$ cat src/aacr_pkg.sv
package aacr_pkg;
   localparam logic [7:0] REG_PAGE        = 8'h00;
   localparam logic [7:0] REG_SRST        = 8'h01;
   localparam logic [7:0] REG_SLEEP       = 8'h02;
   localparam logic [7:0] REG_SHDN        = 8'h05;
   localparam logic [7:0] PAGE_RST        = 8'h00;
   localparam logic [7:0] SLEEP_RST       = 8'h00;
   localparam logic [7:0] SHDN_RST        = 8'h05;
   localparam logic [7:0] SLEEP_WMASK     = 8'hfd;
   localparam logic [7:0] SHDN_WMASK      = 8'h3f;
   localparam int         SRST_BIT        = 0;
   localparam int         SLP_WAKE_BIT    = 0;
   localparam int         SLP_BCAST_BIT   = 2;
   localparam int         SLP_VREF_LSB    = 3;
   localparam int         SLP_SUPPLY_BIT  = 7;
   localparam int         SHDN_INCAP_LSB  = 4;
   localparam logic [6:0] BCAST_ADDR      = 7'h4c;
   localparam logic [3:0] BITS_PER_BYTE   = 4'h8;
   localparam int         CLK_MHZ         = 200;
   localparam int         TMR_W           = 25;
   // precharge times in microseconds, per two-bit code
   localparam int         VREF_T0_US      = 3500;
   localparam int         VREF_T1_US      = 10000;
   localparam int         VREF_T2_US      = 50000;
   localparam int         VREF_T3_US      = 100000;
   localparam int         INCAP_T0_US     = 2500;
   localparam int         INCAP_T1_US     = 12500;
   localparam int         INCAP_T2_US     = 25000;
   localparam int         INCAP_T3_US     = 50000;
   typedef enum logic [3:0] {
      AACR_IDLE, AACR_ADDR, AACR_ADDR_ACK, AACR_OFS, AACR_OFS_ACK,
      AACR_WR, AACR_WR_ACK, AACR_RD, AACR_RD_ACK
   } aacr_state_t;
endpackage : aacr_pkg

$ cat src/aacr_config_regs.sv
`timescale 1ns/1ps
module aacr_config_regs #(
   parameter int unsigned VREF_CYC0  = aacr_pkg::VREF_T0_US * aacr_pkg::CLK_MHZ,
   parameter int unsigned VREF_CYC1  = aacr_pkg::VREF_T1_US * aacr_pkg::CLK_MHZ,
   parameter int unsigned VREF_CYC2  = aacr_pkg::VREF_T2_US * aacr_pkg::CLK_MHZ,
   parameter int unsigned VREF_CYC3  = aacr_pkg::VREF_T3_US * aacr_pkg::CLK_MHZ,
   parameter int unsigned INCAP_CYC0 = aacr_pkg::INCAP_T0_US * aacr_pkg::CLK_MHZ,
   parameter int unsigned INCAP_CYC1 = aacr_pkg::INCAP_T1_US * aacr_pkg::CLK_MHZ,
   parameter int unsigned INCAP_CYC2 = aacr_pkg::INCAP_T2_US * aacr_pkg::CLK_MHZ,
   parameter int unsigned INCAP_CYC3 = aacr_pkg::INCAP_T3_US * aacr_pkg::CLK_MHZ
) (
   input  wire logic       clock,                         // 200 MHz clock
   input  wire logic       resetn,                        // async reset, low
   input  wire logic [6:0] strap_addr,                    // strapped address
   input  wire logic       scl_in,                        // bus clock level
   input  wire logic       sda_in,                        // bus data level
   output logic            sda_out,                       // always low
   output logic            sda_oe,                        // pull data low
   output logic [7:0]      page_select,                   // current page
   output logic            analog_supply_source_sel,      // 1 = on-chip
   output logic [1:0]      reference_precharge_time,      // vref code
   output logic            broadcast_address_enable,      // fixed address on
   output logic [1:0]      input_coupling_precharge_time, // input cap code
   output logic            device_asleep,                 // sleep state
   output logic            reference_precharge_active,    // vref charging
   output logic            input_precharge_active         // input charging
);
   logic                   rst_s1_ff;
   logic                   rst_n;
   logic                   scl_ff;
   logic                   sda_ff;
   aacr_pkg::aacr_state_t  state_ff;
   logic [3:0]             cnt_ff;
   logic [7:0]             sh_ff;
   logic [7:0]             ptr_ff;
   logic                   rw_ff;
   logic                   nack_ff;
   logic                   sda_oe_ff;
   logic [7:0]             page_ff;
   logic                   srst_ff;
   logic [7:0]             sleep_ff;
   logic [7:0]             shdn_ff;
   logic                   wake_d_ff;
   logic                   scl_rise;
   logic                   scl_fall;
   logic                   bus_start;
   logic                   bus_stop;
   logic                   addr_hit;
   logic                   reg_wr;
   logic                   reg_sel_ok;
   logic [7:0]             rd_data;
   logic                   wake_start;
   logic [aacr_pkg::TMR_W-1:0] lim [2];
   wire  logic [1:0]       charge_act;

   always_ff @(posedge clock or negedge resetn) begin
      if (!resetn) begin
         rst_s1_ff <= 1'b0;
         rst_n     <= 1'b0;
      end else begin
         rst_s1_ff <= 1'b1;
         rst_n     <= rst_s1_ff;
      end
   end

   assign scl_rise  = scl_in & ~scl_ff;
   assign scl_fall  = ~scl_in & scl_ff;
   assign bus_start = scl_in & scl_ff & sda_ff & ~sda_in;
   assign bus_stop  = scl_in & scl_ff & ~sda_ff & sda_in;
   // strapped address always works; fixed one only when enabled
   assign addr_hit  = (sh_ff[7:1] == strap_addr) |
                      (sleep_ff[aacr_pkg::SLP_BCAST_BIT] &
                       (sh_ff[7:1] == aacr_pkg::BCAST_ADDR));
   assign reg_wr    = (state_ff == aacr_pkg::AACR_WR) & scl_fall &
                      (cnt_ff == aacr_pkg::BITS_PER_BYTE);
   // offset zero is reachable from every page, the rest only on page 0
   assign reg_sel_ok = (ptr_ff == aacr_pkg::REG_PAGE) |
                       (page_ff == 8'h00);

   always_comb begin
      rd_data = 8'h00;
      if (reg_sel_ok) begin
         unique case (ptr_ff)
            aacr_pkg::REG_PAGE:  rd_data = page_ff;
            aacr_pkg::REG_SRST:  rd_data = {7'h00, srst_ff};
            aacr_pkg::REG_SLEEP: rd_data = sleep_ff;
            aacr_pkg::REG_SHDN:  rd_data = shdn_ff;
            default:             rd_data = 8'h00;
         endcase
      end
   end

   always_ff @(posedge clock or negedge rst_n) begin
      if (!rst_n) begin
         scl_ff <= 1'b1;
         sda_ff <= 1'b1;
      end else begin
         scl_ff <= scl_in;
         sda_ff <= sda_in;
      end
   end

   // control bus slave; the register soft reset leaves it running
   always_ff @(posedge clock or negedge rst_n) begin
      if (!rst_n) begin
         state_ff <= aacr_pkg::AACR_IDLE;
         cnt_ff   <= 4'h0;
         sh_ff    <= 8'h00;
         ptr_ff   <= 8'h00;
         rw_ff    <= 1'b0;
         nack_ff  <= 1'b0;
      end else if (bus_start) begin
         state_ff <= aacr_pkg::AACR_ADDR;
         cnt_ff   <= 4'h0;
      end else if (bus_stop) begin
         state_ff <= aacr_pkg::AACR_IDLE;
      end else begin
         unique case (state_ff)
            aacr_pkg::AACR_IDLE: ;
            aacr_pkg::AACR_ADDR, aacr_pkg::AACR_OFS, aacr_pkg::AACR_WR: begin
               if (scl_rise && cnt_ff < aacr_pkg::BITS_PER_BYTE) begin
                  sh_ff  <= {sh_ff[6:0], sda_in};
                  cnt_ff <= cnt_ff + 4'h1;
               end else if (scl_fall &&
                            cnt_ff == aacr_pkg::BITS_PER_BYTE) begin
                  cnt_ff <= 4'h0;
                  if (state_ff == aacr_pkg::AACR_ADDR) begin
                     rw_ff    <= sh_ff[0];
                     state_ff <= addr_hit ? aacr_pkg::AACR_ADDR_ACK
                                          : aacr_pkg::AACR_IDLE;
                  end else if (state_ff == aacr_pkg::AACR_OFS) begin
                     ptr_ff   <= sh_ff;
                     state_ff <= aacr_pkg::AACR_OFS_ACK;
                  end else begin
                     ptr_ff   <= ptr_ff + 8'h01;
                     state_ff <= aacr_pkg::AACR_WR_ACK;
                  end
               end
            end
            aacr_pkg::AACR_ADDR_ACK: begin
               if (scl_fall) begin
                  cnt_ff <= 4'h0;
                  if (rw_ff) begin
                     sh_ff    <= rd_data;
                     ptr_ff   <= ptr_ff + 8'h01;
                     state_ff <= aacr_pkg::AACR_RD;
                  end else begin
                     state_ff <= aacr_pkg::AACR_OFS;
                  end
               end
            end
            aacr_pkg::AACR_OFS_ACK, aacr_pkg::AACR_WR_ACK: begin
               if (scl_fall) begin
                  state_ff <= aacr_pkg::AACR_WR;
               end
            end
            aacr_pkg::AACR_RD: begin
               if (scl_fall) begin
                  sh_ff  <= {sh_ff[6:0], 1'b0};
                  cnt_ff <= cnt_ff + 4'h1;
                  if (cnt_ff == 4'h7) begin
                     state_ff <= aacr_pkg::AACR_RD_ACK;
                  end
               end
            end
            aacr_pkg::AACR_RD_ACK: begin
               if (scl_rise) begin
                  nack_ff <= sda_in;
               end else if (scl_fall) begin
                  cnt_ff <= 4'h0;
                  if (nack_ff) begin
                     state_ff <= aacr_pkg::AACR_IDLE;
                  end else begin
                     sh_ff    <= rd_data;
                     ptr_ff   <= ptr_ff + 8'h01;
                     state_ff <= aacr_pkg::AACR_RD;
                  end
               end
            end
         endcase
      end
   end

   // one cycle behind the state is far inside the bus data hold time
   always_ff @(posedge clock or negedge rst_n) begin
      if (!rst_n) begin
         sda_oe_ff <= 1'b0;
      end else begin
         sda_oe_ff <= (state_ff == aacr_pkg::AACR_ADDR_ACK) |
                      (state_ff == aacr_pkg::AACR_OFS_ACK) |
                      (state_ff == aacr_pkg::AACR_WR_ACK) |
                      ((state_ff == aacr_pkg::AACR_RD) & ~sh_ff[7]);
      end
   end
   assign sda_out = 1'b0;
   assign sda_oe  = sda_oe_ff;

   // register file; the request bit lives one cycle, then resets all
   always_ff @(posedge clock or negedge rst_n) begin
      if (!rst_n) begin
         page_ff  <= aacr_pkg::PAGE_RST;
         srst_ff  <= 1'b0;
         sleep_ff <= aacr_pkg::SLEEP_RST;
         shdn_ff  <= aacr_pkg::SHDN_RST;
      end else if (srst_ff) begin
         page_ff  <= aacr_pkg::PAGE_RST;
         srst_ff  <= 1'b0;
         sleep_ff <= aacr_pkg::SLEEP_RST;
         shdn_ff  <= aacr_pkg::SHDN_RST;
      end else if (reg_wr && reg_sel_ok) begin
         unique case (ptr_ff)
            aacr_pkg::REG_PAGE:  page_ff  <= sh_ff;
            aacr_pkg::REG_SRST:  srst_ff  <= sh_ff[aacr_pkg::SRST_BIT];
            aacr_pkg::REG_SLEEP: sleep_ff <= sh_ff & aacr_pkg::SLEEP_WMASK;
            aacr_pkg::REG_SHDN:  shdn_ff  <= sh_ff & aacr_pkg::SHDN_WMASK;
            default: ;
         endcase
      end
   end

   assign page_select                   = page_ff;
   assign analog_supply_source_sel      =
      sleep_ff[aacr_pkg::SLP_SUPPLY_BIT];
   assign reference_precharge_time      =
      sleep_ff[aacr_pkg::SLP_VREF_LSB +: 2];
   assign broadcast_address_enable      = sleep_ff[aacr_pkg::SLP_BCAST_BIT];
   assign input_coupling_precharge_time = shdn_ff[aacr_pkg::SHDN_INCAP_LSB +: 2];
   assign device_asleep = ~sleep_ff[aacr_pkg::SLP_WAKE_BIT];

   always_ff @(posedge clock or negedge rst_n) begin
      if (!rst_n) begin
         wake_d_ff <= 1'b0;
      end else begin
         wake_d_ff <= sleep_ff[aacr_pkg::SLP_WAKE_BIT];
      end
   end
   assign wake_start = sleep_ff[aacr_pkg::SLP_WAKE_BIT] & ~wake_d_ff;

   always_comb begin
      unique case (reference_precharge_time)
         2'd0: lim[0] = aacr_pkg::TMR_W'(VREF_CYC0);
         2'd1: lim[0] = aacr_pkg::TMR_W'(VREF_CYC1);
         2'd2: lim[0] = aacr_pkg::TMR_W'(VREF_CYC2);
         2'd3: lim[0] = aacr_pkg::TMR_W'(VREF_CYC3);
      endcase
      unique case (input_coupling_precharge_time)
         2'd0: lim[1] = aacr_pkg::TMR_W'(INCAP_CYC0);
         2'd1: lim[1] = aacr_pkg::TMR_W'(INCAP_CYC1);
         2'd2: lim[1] = aacr_pkg::TMR_W'(INCAP_CYC2);
         2'd3: lim[1] = aacr_pkg::TMR_W'(INCAP_CYC3);
      endcase
   end

   // code is latched at wake; a later change does not stretch a charge
   for (genvar gi = 0; gi < 2; gi++) begin : g_tmr
      logic [aacr_pkg::TMR_W-1:0] tmr_ff;
      logic                       act_ff;
      always_ff @(posedge clock or negedge rst_n) begin
         if (!rst_n) begin
            tmr_ff <= '0;
            act_ff <= 1'b0;
         end else if (!sleep_ff[aacr_pkg::SLP_WAKE_BIT]) begin
            tmr_ff <= '0;
            act_ff <= 1'b0;
         end else if (wake_start) begin
            tmr_ff <= lim[gi] - aacr_pkg::TMR_W'(1);
            act_ff <= 1'b1;
         end else if (act_ff) begin
            tmr_ff <= tmr_ff - aacr_pkg::TMR_W'(1);
            act_ff <= (tmr_ff != '0);
         end
      end
      assign charge_act[gi] = act_ff;
   end
   assign reference_precharge_active = charge_act[0];
   assign input_precharge_active     = charge_act[1];
endmodule : aacr_config_regs

$ cat config.mk
export PLATFORM = sky130hd
export DESIGN_NAME = aacr_config_regs
export DESIGN_NICKNAME = d
export VERILOG_FILES = /design/src/aacr_pkg.sv /design/src/aacr_config_regs.sv
export SDC_FILE = /design/constraint.sdc
export NUM_CORES = 1
export LEC_CHECK = 0
export BUFFER_PORTS_ARGS = -buffer_cell sky130_fd_sc_hd__buf_4
export CAP_MARGIN = 10
export CORE_MARGIN = 2
export CORE_UTILIZATION = 65
export CTS_BUF_LIST = sky130_fd_sc_hd__clkbuf_4 sky130_fd_sc_hd__clkbuf_8
export CTS_CLUSTER_SIZE = 12
export DETAILED_ROUTE_END_ITERATION = 8
export GPL_ROUTABILITY_DRIVEN = 0
export PLACE_DENSITY = 0.83
export REMOVE_ABC_BUFFERS = 1
export SYNTH_ARGS = -nofsm -noshare
export SYNTH_HDL_FRONTEND = slang
export SYNTH_SLANG_ARGS = --single-unit
$ cat constraint.sdc
create_clock -name clock -period 4.4 [get_ports clock]
set_input_delay 0.88 -clock clock [delete_from_list [all_inputs] [get_ports clock]]
set_output_delay 0.88 -clock clock [all_outputs]
set_load 0.01 [all_outputs]
Word level (Yosys, flattened, before mapping)
Index checks and enable logic that the tools add are counted.

Flip-flop bits (word level): 109. Output and inout bits: 19. Logic and storage cells: 197. Input bits: 11.

Bitwise operators: 27. Magnitude comparators: 1. Mux-type cells: 70. Equal/unequal tests: 45. $add $sub $neg: 6. Reductions and logical operators: 28.

Operator list (count): 8-bit two-way mux (26); 25-bit case mux with 4 select lines (2); 25-bit two-way mux (6); 25-bit by 1-bit subtractor with 25-bit output (second input constant) (4); 4-bit two-way mux (17); 8-bit case mux with 4 select lines (2); 25-bit nonzero test (2); 4-bit != test (second input constant) (9); 8-bit case mux with 3 select lines (1); 2-bit != test (second input constant) (11); 4-bit by 3-bit == test with 1-bit output (second input constant) (5); 4-bit case mux with 5 select lines (1); 8-bit zero test (2); 4-bit case mux with 4 select lines (1); 1-bit AND (12); 11-bit AND reduction (1); 1-bit NOT (10); 10-bit AND reduction (1); 1-bit two-way mux (9); 3-bit two-way mux (3); 9-bit AND reduction (1); 8-bit by 1-bit adder with 8-bit output (second input constant) (1); 2-bit == test (second input constant) (4); 4-bit by 2-bit == test with 1-bit output (second input constant) (2); other kinds (27) (44).

Depth between registers and ports, before layout
Word-level depth: 10. Gate-level depth with buffers: 12. Mapped depth without buffers: 8.

Worst setup path before layout
OpenSTA, ideal clock, no wires.

Kind: reg-to-reg. Start: register wake_d_ff. End: register g_tmr[1].tmr_ff[22] (netlist name). Buffers on the path: 4. Arrival time: 3086 ps. Data required time: 4318 ps. Clock period less this slack: 3168 ps. Cell stages (with the launch flop): 13. Library setup time: 82 ps. Slack: 1232 ps. Path through: dfrtp_1 > nand2b_1 > buf_4 > buf_2 > buf_1 > clkbuf_1 > nand2_1 > ha_1 > nor4b_2 > nand4_1 > or3b_1 > or4_1 > a31oi_1.

Cells in the longest elaborated chain, start to end: 4. Elaborated cells between the ends (all ways): 5. Classes of those cells: eq/ne: 1; mux: 2; bitwise: 2.

RTL lines: from (decl) (RTL line aacr_config_regs.sv:43) `logic wake_d_ff;`; from (signal assigned) (RTL line aacr_config_regs.sv:234) `wake_d_ff <= sleep_ff[aacr_pkg::SLP_WAKE_BIT];`; 1-bit NOT (*) (RTL line aacr_config_regs.sv:237) `assign wake_start = sleep_ff[aacr_pkg::SLP_WAKE_BIT] & ~wake_d_ff;`; 1-bit AND (*) (RTL line aacr_config_regs.sv:237); 25-bit two-way mux (RTL line aacr_config_regs.sv:265) `end else if (wake_start) begin`; 25-bit two-way mux (RTL line aacr_config_regs.sv:262) `end else if (!sleep_ff[aacr_pkg::SLP_WAKE_BIT]) begin`; to (signal assigned) (RTL line aacr_config_regs.sv:266) `tmr_ff <= lim[gi] - aacr_pkg::TMR_W'(1);`; to (signal assigned) (RTL line aacr_config_regs.sv:269) `tmr_ff <= tmr_ff - aacr_pkg::TMR_W'(1);`; to (decl) (RTL line aacr_config_regs.sv:256) `logic [aacr_pkg::TMR_W-1:0] tmr_ff;`.

Mark *: on every way between the ends. The rest lies on a longest branch, timed or not. A chain may end at the register's enable or synchronous reset.

Final worst setup path
Ends and elaborated chain as after synthesis.

==> flow_summary_export.csv <==
group,metric,value,unit
floorplanning,core,10700,um^2
pwr,netSwitchingFraction,0.350,
floorplanning,fp.dieW,108,um
global_routing,overflow,0,
layout,final_cell_mix,"100 x dfrtp_1, 73 x nor2_1, 61 x nand2_1",
detailed_routing,post_drt_wl_per_cell,19.2,um
detailed_routing,first_iter_violations,574,
pwr,pwr-share-seq,0.540,
detailed_routing,drcViolationCount,0,
placed_design,placed_cells,924,
worst_setup_path,worst-path-max-fanout,14,
sta,grt_setup_unrepaired,"no",
sta,timing.final.crit_period,3.14,ns
layout,layout.nets,826,
floorplanning,placementRows,38,
pwr,pwr_density_cell,303,nW/um^2
global_routing,grt_start_max_net_pins,71,
worst_setup_path,critPathCaptureType,"flop",
sta,slew_headroom,0.353,
floorplanning,dieHeight,108,um
global_routing,number_of_antenna_violations_at_the_first_check_in_global_routing,0,
synthesis,ys.flop_type,"dfrtp_1",
synthesis,synth_seq_cells,106,
detailed_routing,post_drt_via_cell_ratio,6.90,
cts,cts_root_buf,"clkbuf_8",
synthesis,synth.yosys.seq_area_share,0.377,
sta,timing.clock.skew,0.0155,ns
detailed_routing,detail_route.first_pass.iterations,5,
floorplanning,die_area,11700,um^2
sta,timing.final.max_slew_violations,0,
layout,signed_area_change_from_the_synthesized_netlist_to_the_final_layout,5.44,%
run_status,run_status,"complete, no violations",
sta,totalNegativeSetupSlack,0,ns
worst_setup_path,cp-start-kind,"flop",
detailed_routing,wl,18000,um
cts,insertion_delay,0.40,ns
synthesis,cell_variety_after_synth,74,
cts,cts_made_buffers,9,
synthesis,synth_edf_count,0,
layout,final_util,0.694,
layout,fraction_of_final_layout_cells_with_drive_strength_greater_than_1,0.104,
cts,cts_tree,"built",
cts,cts_post_setup_buffers_inserted,0,
sta,timing_hold_violations_final,0,
synthesis,synthesis.instances,807,
sta,fmax,318,MHz
synthesis,synthArstFlopShare,1.00,
pwr,net_switching,0.789,mW
floorplanning,initial_core_util,0.658,
cts,clock_path_buffers,2,
floorplanning,floorplan.io_pins,30,
placed_design,final_hpwl_from_detailed_placement,12100,um
synthesis,yosys_warnings,0,
pwr,internal_power,1.46,mW
pwr,power_frac_comb,0.187,
synthesis,average_size_of_a_mapped_cell,8.73,um^2
placed_design,port_buffers,28,
worst_setup_path,worstPathArrival,3.46,ns
job,timing.max_cap.violations,0,
sta,timing.final.crit_share,0.714,
detailed_routing,final_antenna_net_count,0,
layout,n_antenna_cell,0,
worst_setup_path,cp_data_required_time,4.72,ns
pwr,irDropWorstVdd,0.296,mV
global_routing,first_global_vias,6227,
layout,mostFrequentLayoutCell,"dfrtp_1",
cts,post_cts.resized_instances,0,
layout,post_route_insts_no_fill,940,
min_path,min_path_type,"primary input to async pin",
cts,ctsHtreeMaxLevel,3,
sta,timing.final.setup_violations,0,
synthesis,netlist_area,7040,um^2
sta,worst-slew-pin-transition,0.970,ns
cts,sink_count_of_the_clock_tree,106,
cts,clkTransAtPathRegs,0.11,ns
pwr,power.static_leakage,3.47,nW
cts,cts-hold-fix-buffers,0,
worst_setup_path,timing_worst_setup_path_type,"flop to flop",
pwr,share_clk_of_total_power,0.274,
detailed_routing,count_of_vias_placed_by_the_detailed_router,6483,
global_routing,grt_total_usage,0.322,
global_routing,grt_first_pass_wirelength,30100,um
## worst max-delay path, stage by stage, from the launching register on
cell	delay (ns)
dfrtp_2	0.41
nand2b_1	0.39
nand2_1	0.18
ha_1	0.26
nor4b_2	0.36
nand4_1	0.38
or3b_1	0.50
or4_1	0.41
a31oi_1	0.18
## synth_stat cells, drive strengths merged (5+ instances only)
library cell | count | area, um^2
a211oi | 12 | 90.1
a21o | 7 | 52.6
a21oi | 36 | 180
a22o | 5 | 43.8
a22oi | 8 | 60.1
a2bb2oi | 8 | 70.1
a31oi | 11 | 75.1
and3 | 13 | 81.3
buf | 19 | 101
clkbuf | 38 | 143
dfrtp | 102 | 2550
ha | 20 | 250
inv | 20 | 75.1
mux2 | 15 | 169
mux2i | 29 | 290
nand2 | 61 | 229
nand2b | 13 | 81.3
nand3 | 36 | 180
nand4 | 16 | 100
nor2 | 73 | 274
nor2b | 16 | 100
nor3 | 34 | 170
nor3b | 5 | 37.5
nor4 | 16 | 113
nor4b | 7 | 67.6
o211ai | 8 | 65.1
o21a | 5 | 37.5
o21ai | 44 | 220
o22ai | 8 | 50.1
o311a | 5 | 50.1
o31ai | 12 | 90.1
or4 | 11 | 82.6
xnor2 | 12 | 105
xor2 | 10 | 87.6
## cells by family (layout without fill, tap and decap cells)
group / after synthesis / after routing / synth area share
xor gates and xnor gates: 22 / 22 / 0.0274
DFF: 106 / 106 / 0.377
and+or+nand+nor: 329 / 329 / 0.246
buffers and inverters: 77 / 70 / 0.0453
AOI/OAI and AO/OA: 207 / 207 / 0.202
adders and majority gates: 20 / 20 / 0.0355
muxes: 44 / 44 / 0.0652
other: 2 / 2 / 0.00107
## power groups by stage
stage               sequential [mW]  combinational [mW]  clock, mW
floorplan                      1.17               0.316          0
global placement               1.22               0.393          0
detailed placement             1.23               0.416          0
CTS                            1.21               0.419      0.624
global route                   1.23               0.472      0.669
finish                         1.21               0.421      0.616
## per-layer routing
metal,vias up,share of wire,GRT usage
li1,2986,-,-
met1,3104,0.41,0.418
met2,337,0.48,0.520
met3,56,0.082,0.0735
met4,0,0.030,0.138
met5,-,0,0
## worst paths after layout
kind,cells after the start,slack (ns),start,endpoint
max,8,1.26,wake_d_ff$_DFF_PN0_,g_tmr[1].tmr_ff[22]$_DFFE_PN0P_
min,1,0.24,resetn,rst_n$_DFF_PN0_
max reg2reg,8,1.26,wake_d_ff$_DFF_PN0_,g_tmr[1].tmr_ff[22]$_DFFE_PN0P_
min reg2reg,0,0.36,rst_s1_ff$_DFF_PN0_,rst_n$_DFF_PN0_
max in group asynchronous,1,2.89,rst_n$_DFF_PN0_,shdn_ff[2]$_DFFE_PN1P_
min in group clock,0,0.36,rst_s1_ff$_DFF_PN0_,rst_n$_DFF_PN0_
## registers in the layout, summed over array words and instances, names as in the netlist, 4 cells and up
signal	flops
sh_ff	8
page_select	8
state_ff	4
g_tmr.tmr_ff	50
cnt_ff	4
ptr_ff	8
shdn_ff	6
sleep_ff	7
## area by class of cell
| cell class | count | area (um^2) |
|---|---|---|
| sequential | 106 | 2660 |
| inverter | 20 | 75.1 |
| tap | 140 | 175 |
| clock inverter | 6 | 53.8 |
| fill | 825 | 3270 |
| timing repair buffer | 34 | 255 |
| multi-input combinational | 624 | 4070 |
| clock buffer | 10 | 138 |
## stage by stage
stage                     area (um^2)  hold WS [ns]  power, mW  setup slack, ns
after floorplan                  6800         0.331       1.49            0.541
after global placement           7240         0.338       1.62             1.45
after detailed placement         7240         0.340       1.65             1.29
after CTS                        7430         0.223       2.26             1.30
after global routing             7430         0.211       2.37             1.11
final                            7430         0.239       2.25             1.26
Power figures use the tool's default switching activity.
